==> src/hw/fsb_params.svh <==
// offsets, field positions, reset values and timing counts of the flash status block
`ifndef FSB_PARAMS_SVH
`define FSB_PARAMS_SVH
// ----------------------------------------------------------------------
// register byte offsets
// ----------------------------------------------------------------------
`define FSB_OFF_CTRL      6'h00
`define FSB_OFF_WDATA     6'h04
`define FSB_OFF_ARRAY     6'h08
`define FSB_OFF_SUSP      6'h0C
`define FSB_OFF_CFG       6'h10
`define FSB_OFF_STATUS    6'h14
`define FSB_OFF_IRQ_STAT  6'h18
`define FSB_OFF_IRQ_CLR   6'h1C
`define FSB_OFF_IRQ_EN    6'h20
// ----------------------------------------------------------------------
// field positions
// ----------------------------------------------------------------------
`define FSB_CTRL_START    0
`define FSB_CTRL_DONE     1
`define FSB_CTRL_SYNC     2
`define FSB_CTRL_ESUSP    3
`define FSB_CFG_RTS       18
`define FSB_CFG_WSC_LO    12
`define FSB_IRQ_DONE      0
`define FSB_IRQ_XING      1
`define FSB_IRQ_RSVD      2
`define FSB_IRQ_PROT      3
`define FSB_IRQ_W         4
`define FSB_SECT_LSB      15
// ----------------------------------------------------------------------
// reset values and latency figures
// ----------------------------------------------------------------------
`define FSB_RST_WSC       3'h5
`define FSB_LAT_BASE      4'h2
`define FSB_XING_EXTRA    4'h2
`define FSB_WSC_MAX       3'h5
`define FSB_GRP_LAST      6'h3F
`define FSB_GRP_PREV      6'h3E
// ----------------------------------------------------------------------
// timing
// ----------------------------------------------------------------------
`define FSB_CLK_PERIOD_PS 5000
`define FSB_T_RSP_NS      4000
`define FSB_RSP_CYC       ((`FSB_T_RSP_NS * 1000 + `FSB_CLK_PERIOD_PS - 1) / `FSB_CLK_PERIOD_PS)
`endif

==> src/hw/fsb_pkg.sv <==
// types shared by the flash status block modules
package fsb_pkg;
  typedef logic [21:0] fsb_addr_t;
  typedef logic [15:0] fsb_word_t;
  typedef enum logic [1:0] {
    BST_IDLE = 2'b00,
    BST_WAIT = 2'b01,
    BST_DATA = 2'b10
  } fsb_burst_t;
endpackage

==> src/hw/fsb_core_if.sv <==
// interface between the burst engine and its status and latency helpers
`timescale 1ns/1ps
interface fsb_core_if;
  import fsb_pkg::*;
  logic      readPulse;
  fsb_addr_t readAddr;
  logic      busy;
  logic      eraseSusp;
  logic [6:0] suspSector;
  fsb_word_t writtenData;
  fsb_word_t arrayData;
  fsb_word_t dataWord;
  logic      genToggle;
  logic [2:0] waitCode;
  fsb_addr_t startAddr;
  logic [3:0] initWait;
  logic      reservedCode;
  logic      skipFirst;
  modport statgen (input readPulse, readAddr, busy, eraseSusp, suspSector, writtenData,
                   arrayData, output dataWord, genToggle);
  modport latcalc (input waitCode, startAddr, output initWait, reservedCode, skipFirst);
  modport core    (output readPulse, readAddr, busy, eraseSusp, suspSector, writtenData,
                   arrayData, waitCode, startAddr,
                   input dataWord, genToggle, initWait, reservedCode, skipFirst);
endinterface

==> src/hw/fsb_status_gen.sv <==
// polling and toggle status word generator
`timescale 1ns/1ps
`include "fsb_params.svh"
module fsb_status_gen (
  input wire logic    clk,
  input wire logic    reset_n,
  fsb_core_if.statgen core
);
  import fsb_pkg::*;
  logic genTog_q;
  logic susTog_q;
  logic genTog_d;
  logic susTog_d;
  // ----------------------------------------------------------------------
  // sector match and toggle next values
  // ----------------------------------------------------------------------
  wire inSect     = core.readAddr[21:`FSB_SECT_LSB] == core.suspSector;
  wire susRead    = core.eraseSusp & inSect;
  wire viewStatus = core.busy | susRead;
  assign genTog_d = genTog_q ^ (core.readPulse & core.busy); // RQ3
  assign susTog_d = susTog_q ^ (core.readPulse & susRead);   // RQ6
  // toggle flops
  always_ff @(posedge clk or negedge reset_n) begin
    if (!reset_n) begin
      genTog_q <= 1'b0;
      susTog_q <= 1'b0;
    end else begin
      genTog_q <= genTog_d;
      susTog_q <= susTog_d;
    end
  end
  // status word while busy or reading the suspended sector, true data otherwise
  assign core.dataWord = viewStatus ?
    {core.writtenData[15:8], ~core.writtenData[7] & core.busy, genTog_q,
     core.writtenData[5:3], susTog_q, core.writtenData[1:0]} :
    core.arrayData; // RQ2
  assign core.genToggle = genTog_q;
endmodule

==> src/hw/fsb_latency_calc.sv <==
// wait-state decode and boundary latency for synchronous bursts
`timescale 1ns/1ps
`include "fsb_params.svh"
module fsb_latency_calc (
  fsb_core_if.latcalc lat
);
  import fsb_pkg::*;
  // ----------------------------------------------------------------------
  // decode
  // ----------------------------------------------------------------------
  wire       rsvd    = lat.waitCode > `FSB_WSC_MAX;           // RQ13
  wire [2:0] useCode = rsvd ? `FSB_WSC_MAX : lat.waitCode;    // reserved clamps to maximum
  wire [3:0] base    = {1'b0, useCode} + `FSB_LAT_BASE;       // RQ13
  wire       atZero  = lat.startAddr == '0;                   // RQ11
  assign lat.initWait     = atZero ? base + `FSB_XING_EXTRA : base; // RQ11
  assign lat.reservedCode = rsvd;
  assign lat.skipFirst    = (lat.startAddr[5:0] == `FSB_GRP_LAST) ||
                            (lat.startAddr[5:0] == `FSB_GRP_PREV); // RQ12
  // ----------------------------------------------------------------------
  // checks
  // ----------------------------------------------------------------------
  always_comb begin
    a_wait_decode: assert (rsvd || atZero || lat.initWait == {1'b0, lat.waitCode} + 4'h2) // RQ13
      else $error("wait code decoded to wrong total latency");
    a_zero_extra: assert (!atZero || lat.initWait == base + 4'h2) // RQ11
      else $error("start at zero missed extra latency");
    a_reserved_code: assert (lat.waitCode[2:1] != 2'b11 || lat.reservedCode) // RQ13
      else $error("reserved wait code not flagged");
  end
endmodule

==> src/hw/fsb_top.sv <==
// flash status polling, ready timing and burst latency engine with Avalon-MM registers
//
// The Avalon-MM slave port and the address map were decided locally.
`timescale 1ns/1ps
`include "fsb_params.svh"
// Summary of operation
// [RQ1] host reads status twice to judge progress
// [RQ2] polling bit inverted while busy, true after
// [RQ3] toggle bits flip per read while busy
// [RQ4] async mode holds ready low while busy
// [RQ5] ready with data or one clock ahead
// [RQ6] suspend toggle flips only in suspended sector
// [RQ7] host may cycle output or chip enable
// [RQ8] raised reset held 4 us before unprotect
// [RQ9] raised reset held 4 us after ready
// [RQ10] address bit 6 picks protect or unprotect
// [RQ11] boundary every 64 words, zero included
// [RQ12] two extra cycles unless start 3E/3F
// [RQ13] wait code gives N plus two cycles
// [RQ14] host may read idle bank meanwhile
// [RQ15] sync status reads use burst latency
module fsb_top (
  input  wire logic              clk,
  input  wire logic              reset_n,
  input  wire logic [5:0]        avs_address,
  input  wire logic              avs_read,
  input  wire logic              avs_write,
  input  wire logic [31:0]       avs_writedata,
  output logic      [31:0]       avs_readdata,
  output logic                   avs_waitrequest,
  input  wire fsb_pkg::fsb_addr_t pinAddr,
  input  wire logic              flashClk,
  input  wire logic              avdN,
  input  wire logic              ceN,
  input  wire logic              oeN,
  input  wire logic              vidLevel,
  output fsb_pkg::fsb_word_t     dqOut,
  output logic                   dqOeN,
  output logic                   rdy,
  output logic                   irq
);
  import fsb_pkg::*;
  localparam int PINW = 27;
  localparam logic [9:0] RSP_CYC = 10'(`FSB_RSP_CYC);

  fsb_core_if core ();
  fsb_status_gen u_stat (
    .clk     (clk),
    .reset_n (reset_n),
    .core    (core)
  );
  fsb_latency_calc u_lat (
    .lat (core)
  );
  // ----------------------------------------------------------------------
  // pin synchronisers, three stages with agreement filter
  // ----------------------------------------------------------------------
  logic [PINW-1:0] pinS1_q, pinS2_q, pinS3_q, pinF_q, pinP_q;
  wire  [PINW-1:0] pinRaw = {vidLevel, oeN, ceN, avdN, flashClk, pinAddr};
  wire  [PINW-1:0] pinF_d = (pinS2_q & pinS3_q) | (pinF_q & (pinS2_q ^ pinS3_q));
  // sync chain
  always_ff @(posedge clk or negedge reset_n) begin
    if (!reset_n) begin
      pinS1_q <= 27'h3800000; // strobes idle high, clock and raised level low
      pinS2_q <= 27'h3800000;
      pinS3_q <= 27'h3800000;
      pinF_q  <= 27'h3800000;
      pinP_q  <= 27'h3800000;
    end else begin
      pinS1_q <= pinRaw;
      pinS2_q <= pinS1_q;
      pinS3_q <= pinS2_q;
      pinF_q  <= pinF_d;
      pinP_q  <= pinF_q;
    end
  end
  // filtered pins and edges
  wire fsb_addr_t sAddr = pinF_q[21:0];
  wire sClk  = pinF_q[22];
  wire sAvdN = pinF_q[23];
  wire sCeN  = pinF_q[24];
  wire sOeN  = pinF_q[25];
  wire sVid  = pinF_q[26];
  wire fclkRise = sClk & ~pinP_q[22];
  wire avdFall  = ~sAvdN & pinP_q[23];
  wire ceFall   = ~sCeN & pinP_q[24];
  wire oeFall   = ~sOeN & pinP_q[25];
  wire readOn   = ~sCeN & ~sOeN;
  // ----------------------------------------------------------------------
  // Avalon-MM slave, one wait cycle per access
  // ----------------------------------------------------------------------
  logic        waitReq_q;
  logic [31:0] rdData_q;
  logic        busy_q, sync_q, esusp_q, rts_q;
  logic [2:0]  wsc_q;
  fsb_word_t   wdata_q, array_q;
  logic [6:0]  susp_q;
  logic [`FSB_IRQ_W-1:0] irqStat_q, irqEn_q;
  logic        protValid_q, protDir_q, irq_q;
  wire req    = avs_read | avs_write;
  wire reqNew = req & waitReq_q;
  wire wrEn   = avs_write & ~waitReq_q;
  wire wrCtrl = wrEn && avs_address == `FSB_OFF_CTRL;
  wire wrWdat = wrEn && avs_address == `FSB_OFF_WDATA;
  wire wrArr  = wrEn && avs_address == `FSB_OFF_ARRAY;
  wire wrSusp = wrEn && avs_address == `FSB_OFF_SUSP;
  wire wrCfg  = wrEn && avs_address == `FSB_OFF_CFG;
  wire wrClr  = wrEn && avs_address == `FSB_OFF_IRQ_CLR;
  wire wrIen  = wrEn && avs_address == `FSB_OFF_IRQ_EN;
  logic unprotReady;
  wire [31:0] ctrlView = {28'h0, esusp_q, sync_q, 1'b0, busy_q};
  wire [31:0] cfgView  = {13'h0, rts_q, 3'h0, wsc_q, 12'h0};
  wire [31:0] statView = {28'h0, protDir_q, protValid_q, unprotReady, busy_q};
  wire [31:0] rdMux =
    (avs_address == `FSB_OFF_CTRL)     ? ctrlView :
    (avs_address == `FSB_OFF_WDATA)    ? {16'h0, wdata_q} :
    (avs_address == `FSB_OFF_ARRAY)    ? {16'h0, array_q} :
    (avs_address == `FSB_OFF_SUSP)     ? {25'h0, susp_q} :
    (avs_address == `FSB_OFF_CFG)      ? cfgView :
    (avs_address == `FSB_OFF_STATUS)   ? statView :
    (avs_address == `FSB_OFF_IRQ_STAT) ? {28'h0, irqStat_q} :
    (avs_address == `FSB_OFF_IRQ_EN)   ? {28'h0, irqEn_q} : 32'h0;
  // bus handshake and read data
  always_ff @(posedge clk or negedge reset_n) begin
    if (!reset_n) begin
      waitReq_q <= 1'b1;
      rdData_q  <= 32'h0;
    end else begin
      waitReq_q <= ~reqNew;
      if (reqNew && avs_read) rdData_q <= rdMux;
    end
  end
  // ----------------------------------------------------------------------
  // control registers
  // ----------------------------------------------------------------------
  wire busy_d = (wrCtrl & avs_writedata[`FSB_CTRL_START]) |
                (busy_q & ~(wrCtrl & avs_writedata[`FSB_CTRL_DONE]));
  always_ff @(posedge clk or negedge reset_n) begin
    if (!reset_n) begin
      busy_q <= 1'b0;
      sync_q <= 1'b0;
      esusp_q <= 1'b0;
      rts_q <= 1'b0;
      wsc_q <= `FSB_RST_WSC;
      wdata_q <= 16'h0;
      array_q <= 16'h0;
      susp_q <= 7'h0;
      irqEn_q <= 4'h0;
    end else begin
      busy_q <= busy_d;
      if (wrCtrl) sync_q <= avs_writedata[`FSB_CTRL_SYNC];
      if (wrCtrl) esusp_q <= avs_writedata[`FSB_CTRL_ESUSP];
      if (wrCfg) rts_q <= avs_writedata[`FSB_CFG_RTS];
      if (wrCfg) wsc_q <= avs_writedata[`FSB_CFG_WSC_LO +: 3];
      if (wrWdat) wdata_q <= avs_writedata[15:0];
      if (wrArr) array_q <= avs_writedata[15:0];
      if (wrSusp) susp_q <= avs_writedata[6:0];
      if (wrIen) irqEn_q <= avs_writedata[`FSB_IRQ_W-1:0];
    end
  end
  // ----------------------------------------------------------------------
  // temporary unprotect: raised reset must stand before protect commands
  // ----------------------------------------------------------------------
  logic [9:0] vidCnt_q;
  wire  [9:0] vidCnt_d = !sVid ? 10'h0 : (unprotReady ? vidCnt_q : vidCnt_q + 10'h1); // RQ8
  assign unprotReady = vidCnt_q == RSP_CYC;
  wire protSel = avdFall & unprotReady & sAddr[1] & ~sAddr[0]; // RQ10
  always_ff @(posedge clk or negedge reset_n) begin
    if (!reset_n) begin
      vidCnt_q <= 10'h0;
      protValid_q <= 1'b0;
      protDir_q <= 1'b0;
    end else begin
      vidCnt_q <= vidCnt_d;
      protValid_q <= protSel | (protValid_q & sVid);
      if (protSel) protDir_q <= sAddr[6]; // RQ10
    end
  end
  // ----------------------------------------------------------------------
  // synchronous burst engine
  // ----------------------------------------------------------------------
  fsb_burst_t bst_q, bst_d;
  fsb_addr_t  bAddr_q, bAddr_d;
  logic [3:0] wCnt_q, wCnt_d;
  logic       skip_q, skip_d, evXing, evRsvd, burstPulse;
  wire startBurst = sync_q & fclkRise & ~sAvdN & ~sCeN;
  wire atEdge     = bAddr_q[5:0] == `FSB_GRP_LAST;
  wire xingNow    = atEdge & ~skip_q; // RQ11
  // next state
  always_comb begin
    bst_d = bst_q;
    bAddr_d = bAddr_q;
    wCnt_d = wCnt_q;
    skip_d = skip_q;
    evXing = 1'b0;
    evRsvd = 1'b0;
    burstPulse = 1'b0;
    if (sCeN || !sync_q) begin
      bst_d = BST_IDLE;
    end else if (startBurst) begin
      bst_d = BST_WAIT;
      bAddr_d = sAddr;
      wCnt_d = core.initWait; // RQ13
      skip_d = core.skipFirst; // RQ12
      evRsvd = core.reservedCode;
    end else if (fclkRise) begin
      unique case (bst_q)
        BST_IDLE: bst_d = BST_IDLE;
        BST_WAIT: begin
          if (wCnt_q > 4'h1) begin
            wCnt_d = wCnt_q - 4'h1;
          end else begin
            bst_d = BST_DATA;
            burstPulse = 1'b1; // RQ15
          end
        end
        BST_DATA: begin
          bAddr_d = bAddr_q + 22'h1;
          if (atEdge) skip_d = 1'b0;
          if (xingNow) begin
            bst_d = BST_WAIT;
            wCnt_d = `FSB_XING_EXTRA; // RQ12
            evXing = 1'b1;
          end else begin
            burstPulse = 1'b1;
          end
        end
        default: bst_d = BST_IDLE;
      endcase
    end
  end
  always_ff @(posedge clk or negedge reset_n) begin
    if (!reset_n) begin
      bst_q <= BST_IDLE;
      bAddr_q <= 22'h0;
      wCnt_q <= 4'h0;
      skip_q <= 1'b0;
    end else begin
      bst_q <= bst_d;
      bAddr_q <= bAddr_d;
      wCnt_q <= wCnt_d;
      skip_q <= skip_d;
    end
  end
  // ----------------------------------------------------------------------
  // status helper hookup and data pins
  // ----------------------------------------------------------------------
  wire asyncPulse = ~sync_q & ((oeFall & ~sCeN) | (ceFall & ~sOeN)); // RQ7
  assign core.readPulse   = asyncPulse | burstPulse; // RQ3
  assign core.readAddr    = sync_q ? bAddr_q : sAddr;
  assign core.busy        = busy_q;
  assign core.eraseSusp   = esusp_q;
  assign core.suspSector  = susp_q;
  assign core.writtenData = wdata_q;
  assign core.arrayData   = array_q;
  assign core.waitCode    = wsc_q;
  assign core.startAddr   = sAddr;
  wire dataPhase = bst_q == BST_DATA;
  wire aheadOk   = (bst_q == BST_WAIT && wCnt_q == 4'h1) || (dataPhase && !xingNow);
  wire syncRdy   = rts_q ? aheadOk : dataPhase; // RQ5
  wire rdy_d     = sync_q ? syncRdy : ~busy_q; // RQ4
  fsb_word_t dq_d;
  assign dq_d = (sync_q ? burstPulse : readOn) ? core.dataWord : dqOut; // RQ15
  wire dqOeN_d = ~(readOn & (~sync_q | dataPhase));
  // ----------------------------------------------------------------------
  // interrupt status, set wins over clear
  // ----------------------------------------------------------------------
  wire evDone = busy_q & wrCtrl & avs_writedata[`FSB_CTRL_DONE];
  wire [`FSB_IRQ_W-1:0] evVec  = {protSel, evRsvd, evXing, evDone};
  wire [`FSB_IRQ_W-1:0] clrVec = wrClr ? avs_writedata[`FSB_IRQ_W-1:0] : 4'h0;
  wire [`FSB_IRQ_W-1:0] irqStat_d = (irqStat_q & ~clrVec) | evVec;
  always_ff @(posedge clk or negedge reset_n) begin
    if (!reset_n) begin
      irqStat_q <= 4'h0;
      irq_q <= 1'b0;
      rdy <= 1'b0;
      dqOut <= 16'h0;
      dqOeN <= 1'b1;
    end else begin
      irqStat_q <= irqStat_d;
      irq_q <= |(irqStat_d & irqEn_q);
      rdy <= rdy_d;
      dqOut <= dq_d;
      dqOeN <= dqOeN_d;
    end
  end
  assign irq             = irq_q;
  assign avs_readdata    = rdData_q;
  assign avs_waitrequest = waitReq_q;
endmodule

==> config.mk <==
export PLATFORM = sky130hd
export DESIGN_NAME = fsb_top
export DESIGN_NICKNAME = d
export VERILOG_FILES = /design/src/hw/fsb_pkg.sv /design/src/hw/fsb_core_if.sv /design/src/hw/fsb_status_gen.sv /design/src/hw/fsb_latency_calc.sv /design/src/hw/fsb_top.sv
export VERILOG_INCLUDE_DIRS = /design/src /design/src/hw
export SDC_FILE = /design/constraint.sdc
export NUM_CORES = 1
export LEC_CHECK = 0
export BUFFER_PORTS_ARGS = -buffer_cell sky130_fd_sc_hd__buf_2
export CORE_MARGIN = 3
export CORE_UTILIZATION = 63
export DETAILED_ROUTE_END_ITERATION = 8
export GPL_ROUTABILITY_DRIVEN = 0
export HOLD_SLACK_MARGIN = 0.12
export PLACE_DENSITY = 0.85
export SYNTH_ARGS = -nofsm -noshare
export SYNTH_HDL_FRONTEND = slang
export SYNTH_SLANG_ARGS = --single-unit
==> constraint.sdc <==
create_clock -name clk -period 5.71 [get_ports clk]
set_input_delay 0.571 -clock clk [delete_from_list [all_inputs] [get_ports clk]]
set_output_delay 0.571 -clock clk [all_outputs]
set_load 0.03 [all_outputs]
==> impl_metrics.csv <==
group,metric,value,unit
yosys,synth-seq-cells,246,
placement,place_area,11300,µm²
yosys,yosysWarnings,0,
clock_network,root_buffer,"clkbuf_16",
global_route,grt_pass1_wl,38600,µm
setup_path,crit_buf_inv,0,
sta,rsz0062_at_grt,"false",
clock_network,cts_buffers,25,
global_route,grt_pass1_vias,7574,
setup_path,worstPathArrival,3.34,ns
final_layout,n_antenna_cell,0,
power_and_ir_drop,clkPwrFrac,38.6,%
setup_path,startpoint,"sync_q",
yosys,synth_edf_count,0,
global_route,globalRouteOverflowTotal,0,
sta,finalCritPeriodShare,52.0,%
setup_path,worstPathCellList,"and4bb_4 -> o211ai_1 -> nand3_2 -> o2111ai_1 -> nand3_1",
detailed_routing,first_pass_iters,5,
final_layout,final_cell_count_no_fill,1208,
final_layout,layout_common_cells,"dfrtp_1, buf_2, nand2_1, o21ai_0, nand3_1",
yosys,yosysSeqAreaShare,56.9,%
setup_path,worst-setup-path-type,"reg -> reg",
power_and_ir_drop,finalPower,4.45,mW
yosys,ys_async_sr_fraction,100,%
setup_path,path_delay_family,"simple AND/OR/NAND/NOR gates",
clock_network,cts_tree,"done",
final_layout,syn2layout_area_growth,12.6,%
placement,dp.cells,1162,
power_and_ir_drop,switching_share,27.6,%
clock_network,cts_num_sinks,246,
global_route,antenna_found_initial,0,
setup_path,cp_num_cells,5,
detailed_routing,vias_per_cell,6.25,
yosys,synth_cell_types,76,
placement,hpwl,15100,µm
global_route,grt_max_degree,137,
hold_path,min_path_type,"in -> async",
setup_path,cp_slowest_stage_delay,0.94,ns
power_and_ir_drop,power.switching,1.23,mW
sta,hold_violations,0,
yosys,postSynthCellCount,895,
die,die_w,137,µm
power_and_ir_drop,combPwrFrac,13.7,%
setup_path,cpMaxStageDelayCell,"nand3_2",
placement,portBuffers,90,
detailed_routing,dr.first_iter.drc_count,764,
sta,skew,0.0285,ns
power_and_ir_drop,power_frac_seq,47.7,%
sta,worstMarginPinSlew,1.15,ns
die,die_area,18900,µm²
setup_path,cp-end-kind,"register",
yosys,netlist_area,10900,µm²
final_layout,utilization,73.0,%
die,core_area,16800,µm²
detailed_routing,wl,23900,µm
detailed_routing,num_vias,7553,
sta,min_period,2.97,ns
setup_path,cp_max_fo,47,
detailed_routing,drc_errors,0,
power_and_ir_drop,power.internal,3.22,mW
die,initial_core_util,64.8,%
sta,setup_tns,0,ns
die,rows,47,
setup_path,r2r_cells,5,
detailed_routing,ant_nets,0,
clock_network,cts_setup_buffers,0,
setup_path,r2r-end,"dqOut[5]",
setup_path,critical_path_required,6.08,ns
clock_network,clk_latency,0.53,ns
power_and_ir_drop,ir_drop,0.000277,V
clock_network,htreeDepth,1,
sta,report.final.slew_viol_count,0,
yosys,syn_area_per_cell,12.1,µm²
die,die_y,137,µm
setup_path,r2r_slack,2.74,ns
yosys,synth_top_flop_cell,"dfrtp_1",
final_layout,drive_above_1_share,23.5,%
detailed_routing,wl_per_cell,19.8,µm
status,outcome,"finished clean",
clock_network,cts_buffer_depth,3,
setup_path,endpoint,"dqOut[5]",
final_layout,mostFrequentLayoutCell,"dfrtp_1",
final_layout,finalInstanceArea,12200,µm²
sta,max_slew_margin,23.0,%
clock_network,clkTransAtPathRegs,0.06,ns
clock_network,ctsResizeCount,0,
global_route,grt_usage,25.4,%
die,ios,121,
setup_path,timing.rr.start,"sync_q",
setup_path,cp-start-kind,"register",
run,maxCapViolations,0,
clock_network,hold_buffers,0,
final_layout,final_nets,1074,
sta,finalSetupViolCount,0,
power_and_ir_drop,p_leak,5.87,nW
sta,fmax,0.337,GHz
power_and_ir_drop,power_density,364,nW/µm²
==> cell type report <==
class / instances / area, µm²
multi-input combinational: 589 / 4340
clock inverter: 13 / 153
inverter: 13 / 48.8
tap: 220 / 275
timing repair buffer: 94 / 503
fill: 1088 / 4520
sequential: 246 / 6180
clock buffer: 33 / 736
==> cells by family after synthesis <==
logic type	synth area share (%)
other	0.0345
and+or+nand+nor	12.5
xor gates and xnor gates	1.45
DFF	56.9
buffers and inverters	3.78
muxes	8.69
adders and majority gates	4.14
AOI/OAI and AO/OA	12.5
==> flip-flops by register name (all words and copies together), names as in the netlist, 3 cells and up <==
signal,cells
pinF_q,27
pinS1_q,27
pinS2_q,27
pinS3_q,27
bAddr_q,22
avs_readdata,17
array_q,16
core.writtenData,16
dqOut,16
vidCnt_q,10
core.suspSector,7
irqEn_q,4
irqStat_q,4
pinP_q,4
wCnt_q,4
core.waitCode,3
==> per-layer routing <==
metal  vias up  track usage [%]  wire, µm
li1       3403                -         -
met1      3797             34.2      9850
met2       295             41.7     11800
met3        58             4.05      1520
met4         0             10.3       711
met5         -                0         0
==> worst min-delay path by stage <==
| stage | end | slack [ns] |
|---|---|---|
| finish | avs_readdata[9] | 0.11 |
| CTS | pinS1_q[21] | 0.13 |
| global route | pinS1_q[16] | 0.13 |
| floorplan | array_q[0] | 0.28 |
| global placement | pinS2_q[10] | 0.33 |
| detailed placement | pinS2_q[19] | 0.34 |
==> per-stage QoR <==
stage | hold WS [ns] | worst slack (ns)
after global placement | 0.332 | 2.96
after global routing | 0.125 | 2.53
final | 0.105 | 2.74
after detailed placement | 0.336 | 2.90
after floorplan | 0.275 | 3.68
after CTS | 0.127 | 2.77
==> power groups by stage <==
stage | clock network [mW] | logic (mW) | registers, mW
2_1_floorplan | 0 | 0.403 | 2.13
3_3_place_gp | 0 | 0.573 | 2.13
3_5_place_dp | 0 | 0.598 | 2.14
4_1_cts | 1.75 | 0.608 | 2.12
5_1_grt | 1.83 | 0.665 | 2.15
6_report | 1.72 | 0.608 | 2.12
==> cells in the mapped netlist, types with 21 or more instances <==
cell / instances / area share, %
dfrtp_1: 227 / 52
nand2_1: 55 / 1.9
o21ai_0: 43 / 2.0
nand3_1: 42 / 1.9
a21oi_1: 37 / 1.7
ha_1: 36 / 4.1
mux2_2: 33 / 3.4
nor2_1: 32 / 1.1
a21o_1: 28 / 1.9
mux2i_1: 25 / 2.3
nand4_1: 24 / 1.4
and2_1: 23 / 1.3
clkbuf_1: 22 / 0.76
buf_4: 21 / 1.5
Power figures use the tool's default switching activity.
